==> src/vsrc_pkg.sv <==
package vsrc_pkg;
   localparam int CNT_W = 12;
   localparam int STAT_W = 16;
   localparam int CLK_EN_BIT = 10;
   localparam logic [CNT_W-1:0] CNT_ZERO = 12'h000;
   localparam logic [CNT_W-1:0] CNT_ONE = 12'h001;
   // Arbitrary plain defaults for the mask-programmed register values
   localparam logic [CNT_W-1:0] DEF_H_MAX = 12'h38F;
   localparam logic [CNT_W-1:0] DEF_H_BLANK_END = 12'h0A0;
   localparam logic [CNT_W-1:0] DEF_H_DRV_START = 12'h010;
   localparam logic [CNT_W-1:0] DEF_H_DRV_END = 12'h050;
   localparam logic [CNT_W-1:0] DEF_V_MAX = 12'h20C;
   localparam logic [CNT_W-1:0] DEF_V_BLANK_END = 12'h014;
   localparam logic [CNT_W-1:0] DEF_V_DRV_START = 12'h003;
   localparam logic [CNT_W-1:0] DEF_V_DRV_END = 12'h006;
   localparam logic [STAT_W-1:0] DEF_STATUS = 16'h0000;
   // Register select codes of the internal write port
   localparam logic [2:0] SEL_STATUS = 3'h0;
   localparam logic [2:0] SEL_H_MAX = 3'h1;
   localparam logic [2:0] SEL_H_BLANK_END = 3'h2;
   localparam logic [2:0] SEL_H_DRV_START = 3'h3;
   localparam logic [2:0] SEL_H_DRV_END = 3'h4;
   localparam logic [2:0] SEL_V_MAX = 3'h5;
   localparam logic [2:0] SEL_V_DRV_START = 3'h6;
   localparam logic [2:0] SEL_V_DRV_END = 3'h7;
endpackage : vsrc_pkg

==> src/vsrc_sync_gen.sv <==
`timescale 1ns/10ps
// Function
// (RULE_01) Clear loads defaults; clock-enable bit defaults off
// (RULE_02) Host sets enable bit before expecting sync
// (RULE_03) Restart keeps all programmed register contents
// (RULE_04) First frame after restart: drives start immediately
// (RULE_05) After first frame, drives use programmed times
// (RULE_06) Missed end time: count on to rollover
// (RULE_07) Host reprograms timing only during blanking
// (RULE_08) Restart applies new values, counters from start
// (RULE_09) Twelve-bit wrapping counters compared every enabled clock
module vsrc_sync_gen #(
   parameter logic [15:0] DEF_STATUS = vsrc_pkg::DEF_STATUS
) (
   input  wire logic                      core_clk,
   input  wire logic                      arst_n,
   input  wire logic                      clearPin,
   input  wire logic                      restartPin,
   input  wire logic                      wrStrobePin,
   input  wire logic [2:0]                wrSelPin,
   input  wire logic [vsrc_pkg::CNT_W-1:0] wrDataPin,
   output logic                           hDrive,
   output logic                           vDrive,
   output logic                           hBlank,
   output logic                           clkEnabled
);
   // Two-flop synchronisers; edge logic reads the second and third stages
   logic [2:0]                 clrSync_r;
   logic [2:0]                 rstSync_r;
   logic [2:0]                 wrSync_r;
   // Select and data pass two stages as well, ahead of the strobe
   logic [2:0]                 selA_r;
   logic [2:0]                 selB_r;
   logic [vsrc_pkg::CNT_W-1:0] datA_r;
   logic [vsrc_pkg::CNT_W-1:0] datB_r;

   // Clear pin; reset level matches the idle pin, so no false edge
   always_ff @(posedge core_clk or negedge arst_n) begin
      if (!arst_n) begin
         clrSync_r <= 3'h0;
      end else begin
         clrSync_r <= {clrSync_r[1:0], clearPin};
      end
   end

   // Restart pin
   always_ff @(posedge core_clk or negedge arst_n) begin
      if (!arst_n) begin
         rstSync_r <= 3'h0;
      end else begin
         rstSync_r <= {rstSync_r[1:0], restartPin};
      end
   end

   // Load strobe pin
   always_ff @(posedge core_clk or negedge arst_n) begin
      if (!arst_n) begin
         wrSync_r <= 3'h0;
      end else begin
         wrSync_r <= {wrSync_r[1:0], wrStrobePin};
      end
   end

   // Select bus; must be steady at the clock edge that first samples the strobe high
   always_ff @(posedge core_clk or negedge arst_n) begin
      if (!arst_n) begin
         selA_r <= 3'h0;
         selB_r <= 3'h0;
      end else begin
         selA_r <= wrSelPin;
         selB_r <= selA_r;
      end
   end

   // Data bus, same depth as the select bus
   always_ff @(posedge core_clk or negedge arst_n) begin
      if (!arst_n) begin
         datA_r <= vsrc_pkg::CNT_ZERO;
         datB_r <= vsrc_pkg::CNT_ZERO;
      end else begin
         datA_r <= wrDataPin;
         datB_r <= datA_r;
      end
   end

   // Rising-edge pulses, one cycle each; third stage holds the old level
   logic                       clrPulse;
   logic                       rstPulse;
   logic                       wrPulse;
   assign clrPulse = clrSync_r[1] & ~clrSync_r[2];
   assign rstPulse = rstSync_r[1] & ~rstSync_r[2];
   assign wrPulse = wrSync_r[1] & ~wrSync_r[2];

   // Programmed registers
   logic [15:0] status_r;
   logic [vsrc_pkg::CNT_W-1:0] hMax_r, hBlankEnd_r, hDrvStart_r, hDrvEnd_r;
   logic [vsrc_pkg::CNT_W-1:0] vMax_r, vDrvStart_r, vDrvEnd_r;
   // Clear restores defaults; restart never touches these
   always_ff @(posedge core_clk or negedge arst_n) begin
      if (!arst_n) begin
         status_r <= DEF_STATUS;
         hMax_r <= vsrc_pkg::DEF_H_MAX;
         hBlankEnd_r <= vsrc_pkg::DEF_H_BLANK_END;
         hDrvStart_r <= vsrc_pkg::DEF_H_DRV_START;
         hDrvEnd_r <= vsrc_pkg::DEF_H_DRV_END;
         vMax_r <= vsrc_pkg::DEF_V_MAX;
         vDrvStart_r <= vsrc_pkg::DEF_V_DRV_START;
         vDrvEnd_r <= vsrc_pkg::DEF_V_DRV_END;
      end else if (clrPulse) begin
         status_r <= DEF_STATUS; // RULE_01
         hMax_r <= vsrc_pkg::DEF_H_MAX;
         hBlankEnd_r <= vsrc_pkg::DEF_H_BLANK_END;
         hDrvStart_r <= vsrc_pkg::DEF_H_DRV_START;
         hDrvEnd_r <= vsrc_pkg::DEF_H_DRV_END;
         vMax_r <= vsrc_pkg::DEF_V_MAX;
         vDrvStart_r <= vsrc_pkg::DEF_V_DRV_START;
         vDrvEnd_r <= vsrc_pkg::DEF_V_DRV_END;
      end else if (wrPulse) begin
         unique case (selB_r)
            vsrc_pkg::SEL_STATUS: status_r <= {4'h0, datB_r};
            vsrc_pkg::SEL_H_MAX: hMax_r <= datB_r;
            vsrc_pkg::SEL_H_BLANK_END: hBlankEnd_r <= datB_r;
            vsrc_pkg::SEL_H_DRV_START: hDrvStart_r <= datB_r;
            vsrc_pkg::SEL_H_DRV_END: hDrvEnd_r <= datB_r;
            vsrc_pkg::SEL_V_MAX: vMax_r <= datB_r;
            vsrc_pkg::SEL_V_DRV_START: vDrvStart_r <= datB_r;
            vsrc_pkg::SEL_V_DRV_END: vDrvEnd_r <= datB_r;
         endcase
      end
   end

   logic enable;
   assign enable = status_r[vsrc_pkg::CLK_EN_BIT]; // RULE_02

   // Counters: equality compare only, so a missed end wraps at 4096
   logic [vsrc_pkg::CNT_W-1:0] hCnt_r;
   logic [vsrc_pkg::CNT_W-1:0] vCnt_r;
   logic                       hEnd;
   logic                       vEnd;
   assign hEnd = (hCnt_r == hMax_r); // RULE_06 RULE_09
   assign vEnd = (vCnt_r == vMax_r); // RULE_06

   // Line counter; restart and clear both return it to the first clock
   always_ff @(posedge core_clk or negedge arst_n) begin
      if (!arst_n) begin
         hCnt_r <= vsrc_pkg::CNT_ZERO;
      end else if (rstPulse || clrPulse) begin
         hCnt_r <= vsrc_pkg::CNT_ZERO; // RULE_08
      end else if (enable) begin
         hCnt_r <= hEnd ? vsrc_pkg::CNT_ZERO : hCnt_r + vsrc_pkg::CNT_ONE; // RULE_09
      end
   end

   // Frame counter; steps once per line, only while counting is enabled
   always_ff @(posedge core_clk or negedge arst_n) begin
      if (!arst_n) begin
         vCnt_r <= vsrc_pkg::CNT_ZERO;
      end else if (rstPulse || clrPulse) begin
         vCnt_r <= vsrc_pkg::CNT_ZERO; // RULE_08
      end else if (enable && hEnd) begin
         vCnt_r <= vEnd ? vsrc_pkg::CNT_ZERO : vCnt_r + vsrc_pkg::CNT_ONE; // RULE_09
      end
   end

   // First-frame flag after restart; cleared at frame end
   logic firstFrame_r;
   always_ff @(posedge core_clk or negedge arst_n) begin
      if (!arst_n) begin
         firstFrame_r <= 1'b0;
      end else if (rstPulse) begin
         firstFrame_r <= 1'b1; // RULE_03 RULE_04
      end else if (clrPulse || (enable && hEnd && vEnd)) begin
         firstFrame_r <= 1'b0; // RULE_05
      end
   end

   // Drive start forced to count zero during the first frame
   logic [vsrc_pkg::CNT_W-1:0] hStart;
   logic [vsrc_pkg::CNT_W-1:0] vStart;
   assign hStart = firstFrame_r ? vsrc_pkg::CNT_ZERO : hDrvStart_r; // RULE_04
   assign vStart = firstFrame_r ? vsrc_pkg::CNT_ZERO : vDrvStart_r; // RULE_04 RULE_05

   // Window compares; the end compares stay as programmed throughout
   logic                       hInDrive;
   logic                       vInDrive;
   logic                       hInBlank;
   assign hInDrive = enable && (hCnt_r >= hStart) && (hCnt_r < hDrvEnd_r);
   assign vInDrive = enable && (vCnt_r >= vStart) && (vCnt_r < vDrvEnd_r);
   assign hInBlank = enable && (hCnt_r < hBlankEnd_r);

   // Horizontal drive, registered so the pin never glitches
   always_ff @(posedge core_clk or negedge arst_n) begin
      if (!arst_n) begin
         hDrive <= 1'b0;
      end else begin
         hDrive <= hInDrive;
      end
   end

   // Vertical drive
   always_ff @(posedge core_clk or negedge arst_n) begin
      if (!arst_n) begin
         vDrive <= 1'b0;
      end else begin
         vDrive <= vInDrive;
      end
   end

   // Horizontal blank
   always_ff @(posedge core_clk or negedge arst_n) begin
      if (!arst_n) begin
         hBlank <= 1'b0;
      end else begin
         hBlank <= hInBlank;
      end
   end

   // Enable status mirrored on a pin, so the host sees when counting runs
   always_ff @(posedge core_clk or negedge arst_n) begin
      if (!arst_n) begin
         clkEnabled <= 1'b0;
      end else begin
         clkEnabled <= enable;
      end
   end
endmodule : vsrc_sync_gen

==> config.mk <==
export PLATFORM = sky130hd
export DESIGN_NAME = vsrc_sync_gen
export DESIGN_NICKNAME = d
export VERILOG_FILES = /design/src/vsrc_pkg.sv /design/src/vsrc_sync_gen.sv
export SDC_FILE = /design/constraint.sdc
export NUM_CORES = 1
export LEC_CHECK = 0
export BUFFER_PORTS_ARGS = -buffer_cell sky130_fd_sc_hd__buf_4
export CORE_MARGIN = 2
export CORE_UTILIZATION = 23
export CTS_BUF_LIST = sky130_fd_sc_hd__clkbuf_4 sky130_fd_sc_hd__clkbuf_8
export DETAILED_ROUTE_END_ITERATION = 8
export RECOVER_POWER = 100
export REMOVE_ABC_BUFFERS = 1
export SKIP_CTS_REPAIR_TIMING = 1
export SLEW_MARGIN = 20
export SYNTH_ARGS = -nofsm -noshare
export SYNTH_HDL_FRONTEND = slang
export SYNTH_SLANG_ARGS = --single-unit
==> constraint.sdc <==
create_clock -name core_clk -period 4.2 [get_ports core_clk]
set_input_delay 0.63 -clock core_clk [delete_from_list [all_inputs] [get_ports core_clk]]
set_output_delay 0.63 -clock core_clk [all_outputs]
set_load 0.01 [all_outputs]
# After elaboration in Yosys (flattened, before gate mapping)
# Cells that the tools add are included.
# totals
register_bits	163
inputBits	20
out_inout_bits	4
elab_cells	108
# classes
addsub	2
order_cmp	5
n_eq_ne	9
n_mux	34
bitwise_logic	6
reduce_logical	30
# ops
op	n
$mux 12	29
$lt 12x12->1	3
$mux 11	3
$add 12x1->12 const B	2
$eq 12x12->1	2
$ge 12x12->1	2
$reduce_bool 2->1	12
$reduce_and 2->1	8
$eq 3x3->1 const B	4
$logic_and 1x1->1	7
$eq 3x2->1 const B	2
$and 1x1->1	3
$eq 3x1->1 const B	1
$logic_not 3->1	1
$not 1->1	3
$logic_or 1x1->1	2
$mux 1	2

# Longest topological paths before layout
# Gate-level depths: netlist of run 1.
# depth
word_depth	6
depth_mapped	8
ltp_nobuf	8

# Worst setup path before layout of run 1
# No wires, ideal clock.
# synth_path
kind	register -> register
start	reg hCnt_r[2] in the netlist's numbering
end	reg vCnt_r[5] in the netlist's numbering
setup_time_ns	0.095
t_arrival_ns	1.663
t_required_ns	4.105
slack_ns	2.442
path_stages_with_launch	6
n_path_buf	0
synth_period_minus_slack_ns	1.758
path_cell_list	dfrtp_1 -> xor2_1 -> nor4_1 -> nand4_1 -> or3_4 -> o31ai_1
# synth_between
elab_chain_cells	3
# synth_rtl
item	line	text
start: declaration	vsrc_sync_gen.sv:136	logic [vsrc_pkg::CNT_W-1:0] hCnt_r;
start signal: assignment	vsrc_sync_gen.sv:146	hCnt_r <= vsrc_pkg::CNT_ZERO;
start signal: assignment	vsrc_sync_gen.sv:148	hCnt_r <= vsrc_pkg::CNT_ZERO;
start signal: assignment	vsrc_sync_gen.sv:150	hCnt_r <= hEnd ? vsrc_pkg::CNT_ZERO : hCnt_r + vsrc_pkg::CNT_ONE;
$eq 12x12->1	vsrc_sync_gen.sv:140	assign hEnd = (hCnt_r == hMax_r);
$logic_and 1x1->1	vsrc_sync_gen.sv:160	end else if (enable && hEnd) begin
$reduce_bool 2->1 (no line)	n/a	
end signal: assignment	vsrc_sync_gen.sv:157	vCnt_r <= vsrc_pkg::CNT_ZERO;
end signal: assignment	vsrc_sync_gen.sv:159	vCnt_r <= vsrc_pkg::CNT_ZERO;
end signal: assignment	vsrc_sync_gen.sv:161	vCnt_r <= vEnd ? vsrc_pkg::CNT_ZERO : vCnt_r + vsrc_pkg::CNT_ONE;
end: declaration	vsrc_sync_gen.sv:137	logic [vsrc_pkg::CNT_W-1:0] vCnt_r;
# Every way passes these cells.
# A chain may end at the register's enable or synchronous reset.

# Worst setup path after layout of run 1
# layout_path
start	reg wrSync_r[1]
end	reg vMax_r[11] in the netlist's numbering
# layout_between
elab_chain_cells	3
# layout_rtl
item	line	text
start: declaration	vsrc_sync_gen.sv:30	logic [2:0] wrSync_r;
start signal: assignment	vsrc_sync_gen.sv:60	wrSync_r <= {wrSync_r[1:0], wrStrobePin};
$and 1x1->1	vsrc_sync_gen.sv:92	assign wrPulse = wrSync_r[1] & ~wrSync_r[2];
$reduce_bool 2->1 (no line)	n/a	
$reduce_and 2->1 (no line)	n/a	
end signal: assignment	vsrc_sync_gen.sv:106	vMax_r <= vsrc_pkg::DEF_V_MAX;
end signal: assignment	vsrc_sync_gen.sv:115	vMax_r <= vsrc_pkg::DEF_V_MAX;
end signal: assignment	vsrc_sync_gen.sv:125	vsrc_pkg::SEL_V_MAX: vMax_r <= datB_r;
end: declaration	vsrc_sync_gen.sv:97	logic [vsrc_pkg::CNT_W-1:0] vMax_r, vDrvStart_r, vDrvEnd_r;
# Every way passes these cells.

==> metrics.md, run 1 <==
| Metric | Value |
|---|---|
| Status | `finished, violations left` |
| Violated checks | `max-capacitance violations, max-slew violations` |
| Detail Route Antenna Nets | `0` |
| HPWL after DPL | `approximately 13,000 µm` |
| Clock Path Buffers | `2` |
| Final Critical Period | `about 3.1 ns` |
| Leading cell type in the layout, fill and taps excluded | `nand2_1` |
| FF/Latch Area | `3850 µm²` |
| Fin Hold WS | `approximately 0.28 ns` |
| Register area share after synthesis | `about half` |
| Met2 wire len | `8300 µm` |
| Most frequent cells in the layout | `nand2_1 (171), dfrtp_1 (134), a21oi_1 (86), ha_1 (59), inv_1 (39)` |
| Synth area leaders | `dfrtp_1 (44%), ha_1 (9.7%), nand2_1 (8.4%), dfstp_2 (6.6%), a21oi_1 (5.6%)` |
| Critical path type | `flop to flop` |
| H-tree level count | `4` |
| Cell taking the most area after synthesis | `dfrtp_1` |
| Worst setup SP type | `flop` |
| Register bit total from synthesis | `between 150 and 200` |
| All-layer global routing usage | `approximately 12%` |
| Row cnt | `between 60 and 70` |
| Area Growth Syn to Fin | `13.0%` |
| RSZ-0062 raised after global routing | `false` |
| Vias in the first global route | `5,549` |
| Final core occ | `about a quarter` |
| # port buffers | `23` |
| Syn_area_per_cell | `9.56 µm²` |
| Die area | `~35,000 µm²` |
| Skew-Pair Late Insertion Delay | `0.47 ns` |
| Fin worst setup slack | `approximately 1.1 ns` |
| Hold Path Depth | `1` |
| Core area | `32,600 µm²` |
| Synth Instances | `around 800` |
| Initial Utilization | `between 20% and 30%` |
| Yosys top cell area share | `between 40% and 50%` |
| Predominant post-synthesis flop cell | `dfrtp_1` |
| Setup violators final | `0` |
| Detailed Route Iter0 Violations | `395` |
| Via count | `~5,600` |
| Worst-Margin Slew | `2.77 ns` |
| Post-synth EDFFs | `0` |
| CP Launch Point | `wrSync_r[1]` |
| Vias per cell | `4.43` |
| Placed inst area | `about 8300 µm²` |
| WHS Endpoint | `selA_r[1]` |
| Grt ovf | `0` |
| Cells after DPL | `between 1,000 and 1,500` |
| Leakage | `between 3 and 4 nW` |
| Diode count | `0` |
| Metal-1 WL | `~9500 µm` |
| First-pass GRT wire length | `30,600 µm` |
| Max_cap viols | `3` |
| Nets | `~890` |
| Crit Reg-Reg Startpoint | `wrSync_r[1]` |
| Drt drc | `0` |
| Clock transition at path regs | `0.09 ns` |
| Routability cong. | `between 0.8 and 0.9` |
| Slew Limit Fails | `150` |
| Max FO, Critical Path | `12` |
| Reg2reg path depth | `5` |
| Wirelength per Cell | `~15 µm` |
| Pre-Repair DR Iteration Count | `7` |
| P per Cell Area | `about 340 nW/µm²` |
| Netlist cell types | `48` |
| Fillers | `approximately 3,500` |
| Clk sink count | `153` |
| CTS root buf | `clkbuf_8` |
| Count of warnings emitted by yosys | `0` |
| Max Used Layer | `met4` |
| Num ports | `24` |
| Power, Total | `just under 3 mW` |
| Share of cells above drive strength 1 | `9.32%` |
| Flop2flop setup slack | `approximately 1.1 ns` |
| Endpoint class of the critical path | `flop` |
| Final instance area | `approximately 8600 µm²` |
| Ys async rst share | `100%` |
| Peak supply drop | `0.233 mV` |
| Skew final | `0.00790 ns` |
| Max-slew headroom | `-84.5%` |
| R2R Path End | `vMax_r[11]` |
| Die height | `between 150 and 200 µm` |
| Post-Syn Area | `approximately 7600 µm²` |
| CTS Buf Count | `17` |
| Max Freq | `322 MHz` |
| Post-route insts no fill | `between 1,000 and 1,500` |
| CP required | `around 4.5 ns` |
| Post-Route WL | `19,000 µm` |
| Period utilization | `between 70% and 80%` |
| Met3 wire length | `slightly above 800 µm` |
| Initial antenna violation count | `0` |
| Total Neg Setup Slack | `0 ns` |
| CTS tree | `built` |
| Worst min-delay path class | `input pin to flop` |
| Multi-input gate area in the final layout | `3450 µm²` |
| Die W | `around 190 µm` |
| Hold Startpoint | `wrSelPin[1]` |
| Worst Path Arrival | `around 3.4 ns` |
| Largest net degree at the start of global routing | `between 100 and 150` |
| Final Hold Vio Count | `0` |
| Dpl ws | `about 1.6 ns` |
[kinds of logic (layout without fill, tap and decap cells)]
group	after synthesis	after routing	share of synthesized area (%)
AO/OA/AOI/OAI	148	148	11.2
XOR/XNOR	28	28	3.22
adder cells (fa/ha/maj)	59	59	9.69
buffers and inverters	73	102	3.88
flip-flops	153	153	50.6
multiplexers	12	12	1.58
AND/OR/NAND/NOR	324	324	19.9
[layout make-up]
cell class	count	area share [%]
Sequential cell	153	44.7
Tap cell	442	6.42
Multi-Input combinational cell	571	40.1
Clock buffer	18	2.88
Inverter	39	1.70
Timing Repair Buffer	31	2.38
Clock inverter	14	1.76
[registers in the layout, summed over array words and instances (netlist names)]
name	count
vDrvStart_r	12
clkEnabled	1
clrSync_r	3
selB_r	3
wrSync_r	3
vMax_r	12
rstSync_r	3
vDrvEnd_r	12
hDrive	1
hDrvStart_r	12
datA_r	12
hMax_r	12
hBlankEnd_r	12
vDrive	1
vCnt_r	12
selA_r	3
datB_r	12
hDrvEnd_r	12
firstFrame_r	1
status_r	1
hCnt_r	12
hBlank	1
[where the power goes]
part / switching [mW] / leakage (nW) / internal (mW) / total, mW
registers: 0.0598 / 1.97 / 1.53 / 1.59
logic: 0.119 / 1.52 / 0.0741 / 0.193
clock network: 0.654 / 0.201 / 0.463 / 1.12
total: 0.833 / 3.69 / 2.07 / 2.90
[layer usage]
metal,track usage (%),up-vias
met1,16.3,2726
met5,0,-
met2,17.5,133
met3,2.09,28
met4,4.03,0
li1,-,2729
[how the worst max path moves through the flow]
stage	to	slack, ns
5_1_grt	vMax_r[11]	0.79
3_3_place_gp	vCnt_r[8]	1.64
6_report	vMax_r[11]	1.10
2_1_floorplan	vMax_r[0]	1.36
3_5_place_dp	vCnt_r[2]	1.64
4_1_cts	vCnt_r[8]	1.64
[synthesized netlist by cell type, types with 6 or more instances]
cell,number
a21o_1,8
xnor2_1,12
nor2_1,38
clkbuf_1,23
o211ai_1,6
dfrtp_1,134
ha_1,59
a21oi_1,86
mux2i_1,12
nand2b_1,27
dfstp_2,19
xor2_1,16
inv_1,39
nand4_1,12
nand3_1,21
and3_1,11
buf_2,8
o21ai_0,25
nor4_1,6
nand2_1,171
nor2b_1,10
[worst max-delay path, cell delays in order (launching register included)]
cell and delay, ns:
dfrtp_1 0.35, nor2b_1 0.28, nand2_1 0.17, nor3b_1 1.76
mux2i_1 0.33, nor2_1 0.06
Note: power is estimated with default switching activity, not from simulation.
==> run 2: changes to the inputs <==
--- a/config.mk
+++ b/config.mk
@@ -5,6 +5,7 @@
 export SDC_FILE = /design/constraint.sdc
 export NUM_CORES = 1
 export LEC_CHECK = 0
+export ABC_AREA = 1
 export BUFFER_PORTS_ARGS = -buffer_cell sky130_fd_sc_hd__buf_4
 export CORE_MARGIN = 2
 export CORE_UTILIZATION = 23
==> constraint.sdc (replaced) <==
create_clock -name core_clk -period 2.66 [get_ports core_clk]
set_input_delay 0.399 -clock core_clk [delete_from_list [all_inputs] [get_ports core_clk]]
set_output_delay 0.399 -clock core_clk [all_outputs]
set_load 0.01 [all_outputs]
==> run 2 against run 1 <==
Effect of this change: the run still ends with max-capacitance violations, max-slew violations left; highest routed layer unchanged; die area is 2.8% higher; setup slack worse by 0.66 ns; worst hold slack worse by 0.23 ns; first-iteration DRC count is 12% lower.
==> metrics.md, run 2 <==
| Metric | Value |
|---|---|
| Largest net degree at the start of global routing | `61` |
| Vias per cell | `about 4.2` |
| Flop2flop setup slack | `~0.44 ns` |
| Register bit total from synthesis | `153` |
| All-layer global routing usage | `approximately 11%` |
| R2R Path End | `vMax_r[3]` |
| Core area | `~34,000 µm²` |
| CTS root buf | `clkbuf_8` |
| Most frequent cells in the layout | `nand2_1 (238), dfrtp_1 (134), inv_1 (109), o21ai_0 (91), ha_1 (59)` |
| Row cnt | `67` |
| # port buffers | `23` |
| Ys async rst share | `100%` |
| Wirelength per Cell | `around 13 µm` |
| Via count | `~6,000` |
| Total Neg Setup Slack | `0 ns` |
| Diode count | `0` |
| Initial antenna violation count | `0` |
| H-tree level count | `4` |
| Initial Utilization | `23.4%` |
| Drt drc | `0` |
| Leading cell type in the layout, fill and taps excluded | `nand2_1` |
| Most frequent cells after synthesis | `nand2_1 (232), dfrtp_1 (134), inv_1 (105), o21ai_0 (67), ha_1 (59)` |
| Internal | `around 4 mW` |
| Netlist cell types | `40` |
| Cell at the slowest stage of the critical path | `a21oi_1` |
| Switching pwr | `~1.7 mW` |
| Post-Route WL | `between 15,000 and 20,000 µm` |
| Cell taking the most area after synthesis | `dfrtp_1` |
| Max_cap viols | `1` |
| Pre-Repair DR Iteration Count | `7` |
| Max-slew headroom | `-6.16%` |
| CTS Buf Count | `17` |
| Slew Limit Fails | `60` |
| Placed inst area | `about 8500 µm²` |
| Switching share of power | `a little under 30%` |
| Predominant post-synthesis flop cell | `dfrtp_1` |
| Leakage | `4.24 nW` |
| Max Freq | `between 400 and 500 MHz` |
| Reg2reg path depth | `6` |
| Top-count cell post-synth | `nand2_1` |
| Max FO, Critical Path | `19` |
| Grt ovf | `0` |
| Part of the power in registers | `between 40% and 50%` |
| Vias in the first global route | `5,710` |
| Yosys top cell area share | `roughly 43%` |
| Status | `finished, violations left` |
| Num ports | `24` |
| Hold Startpoint | `wrDataPin[2]` |
| Clock Path Buffers | `2` |
| Skew-Pair Late Insertion Delay | `0.47 ns` |
| Clk sink count | `153` |
| First-pass GRT wire length | `a little over 30,000 µm` |
| Metal-1 WL | `between 9000 and 10,000 µm` |
| Die height | `~190 µm` |
| Skew final | `~0.017 ns` |
| Share of cells above drive strength 1 | `10.5%` |
| Worst setup SP type | `flop` |
| Synth Instances | `between 900 and 1,000` |
| Crit-path max cell delay | `between 0.8 and 0.9 ns` |
| Peak supply drop | `0.338 mV` |
| Post-synth EDFFs | `0` |
| Clock share of power | `between 30% and 40%` |
| Post-Syn Area | `roughly 8000 µm²` |
| Final Critical Period | `2.22 ns` |
| Count of warnings emitted by yosys | `0` |
| HPWL after DPL | `about 13,000 µm` |
| Critical path type | `flop to flop` |
| CP Cell Sequence | `inv_1 > nor2_1 > buf_4 > a21oi_1 > inv_2 > a31oi_1` |
| Met3 wire length | `about 680 µm` |
| Synth area leaders | `dfrtp_1 (43%), nand2_1 (11%), ha_1 (9.4%), dfstp_2 (6.4%), inv_1 (5.0%)` |
| CTS tree | `built` |
| Worst Path Arrival | `~2.6 ns` |
| Detail Route Antenna Nets | `0` |
| Worst-Margin Slew | `around 1.6 ns` |
| Fin Hold WS | `0.0538 ns` |
| Setup crit end | `vMax_r[3]` |
| Worst min-delay path class | `input pin to flop` |
| Area Growth Syn to Fin | `12.9%` |
| Nets | `~1,000` |
| Power, Total | `5.63 mW` |
| RSZ-0062 raised after global routing | `false` |
| Final Hold Vio Count | `0` |
| Detailed Route Iter0 Violations | `~350` |
| Die W | `189 µm` |
| Clock transition at path regs | `0.09 ns` |
| CP required | `approximately 3 ns` |
| Die area | `~36,000 µm²` |
| Syn_area_per_cell | `between 8 and 9 µm²` |
| Max Used Layer | `met4` |
| Routability cong. | `~0.86` |
| P per Cell Area | `636 nW/µm²` |
| Met2 wire len | `~8400 µm` |
| CP Launch Point | `clrSync_r[1]` |
| Final instance area | `approximately 8800 µm²` |
| Crit Reg-Reg Startpoint | `clrSync_r[1]` |
| Endpoint class of the critical path | `flop` |
| Violated checks | `max-capacitance violations, max-slew violations` |
| Setup violators final | `0` |
| Comb pwr share | `between 10% and 20%` |
| Register area share after synthesis | `49.2%` |
| Period utilization | `83.6%` |
run 2: changes by cell type after synthesis, moves of 11 or more:
cell,delta
inv_1,+66
a21oi_1,-61
nand2_1,+61
o21ai_0,+42
nand3_1,+28
nand2b_1,-27
o21ai_1,+22
clkbuf_1,-17
nor2_1,+17
mux2i_1,-12
o21ai_2,+12
and3_1,-11
run 2: worst max-delay path, delay by kind of cell, from the launching register on:
kind                   cells  cell delay (ns)
AO/OA/AOI/OAI              2             1.14
buffers and inverters      3             0.58
flip-flops                 1             0.38
AND/OR/NAND/NOR            1             0.04
run 2: layer usage:
layer	vias up	track usage, %
li1	2955	-
met1	2782	15.0
met2	108	17.1
met3	28	2.07
met4	0	4.15
met5	-	0
run 2: logic make-up (layout without fill, tap and decap cells):
family	after synthesis	in the layout	synth area share, %
buf+inv	141	180	7.52
compound gates	145	145	10.3
simple gates	379	379	20.8
fa+ha+maj	59	59	9.42
flops	153	153	49.2
xor+xnor	24	24	2.78
run 2: area by class of cell:
type	count	area, µm²
clock inverters	14	209
clock buffers	18	248
flip-flops and latches	153	3850
well taps	448	561
fillers	3649	24700
repair buffers	31	220
inverters	117	447
multi-input cells	607	3310
run 2: through the flow:
step	cells	util, %	worst slack, ns
floorplan	877	-	0.448
finish	1388	26.4	0.437
CTS	1387	26.7	0.587
global placement	1355	25.3	0.641
global route	1388	26.4	0.185
detailed placement	1355	25.3	0.600
run 2: power groups by stage:
stage | sequential, mW | combinational (mW) | clock, mW
after floorplan | 2.72 | 0.614 | 0
after global placement | 2.77 | 0.869 | 0
after detailed placement | 2.77 | 0.895 | 0
after CTS | 2.73 | 0.899 | 2.11
after global routing | 2.75 | 1.01 | 2.20
final | 2.72 | 0.853 | 2.05
run 2: worst min-delay path by stage:
stage                   end  slack, ns  cells past startpoint
6_report          datA_r[2]       0.05                      1
5_1_grt           datA_r[6]       0.02                      1
4_1_cts           datA_r[6]      -0.10                      1
3_5_place_dp      selB_r[1]       0.34                      0
3_3_place_gp   rstSync_r[1]       0.33                      0
2_1_floorplan    clkEnabled       0.10                      0
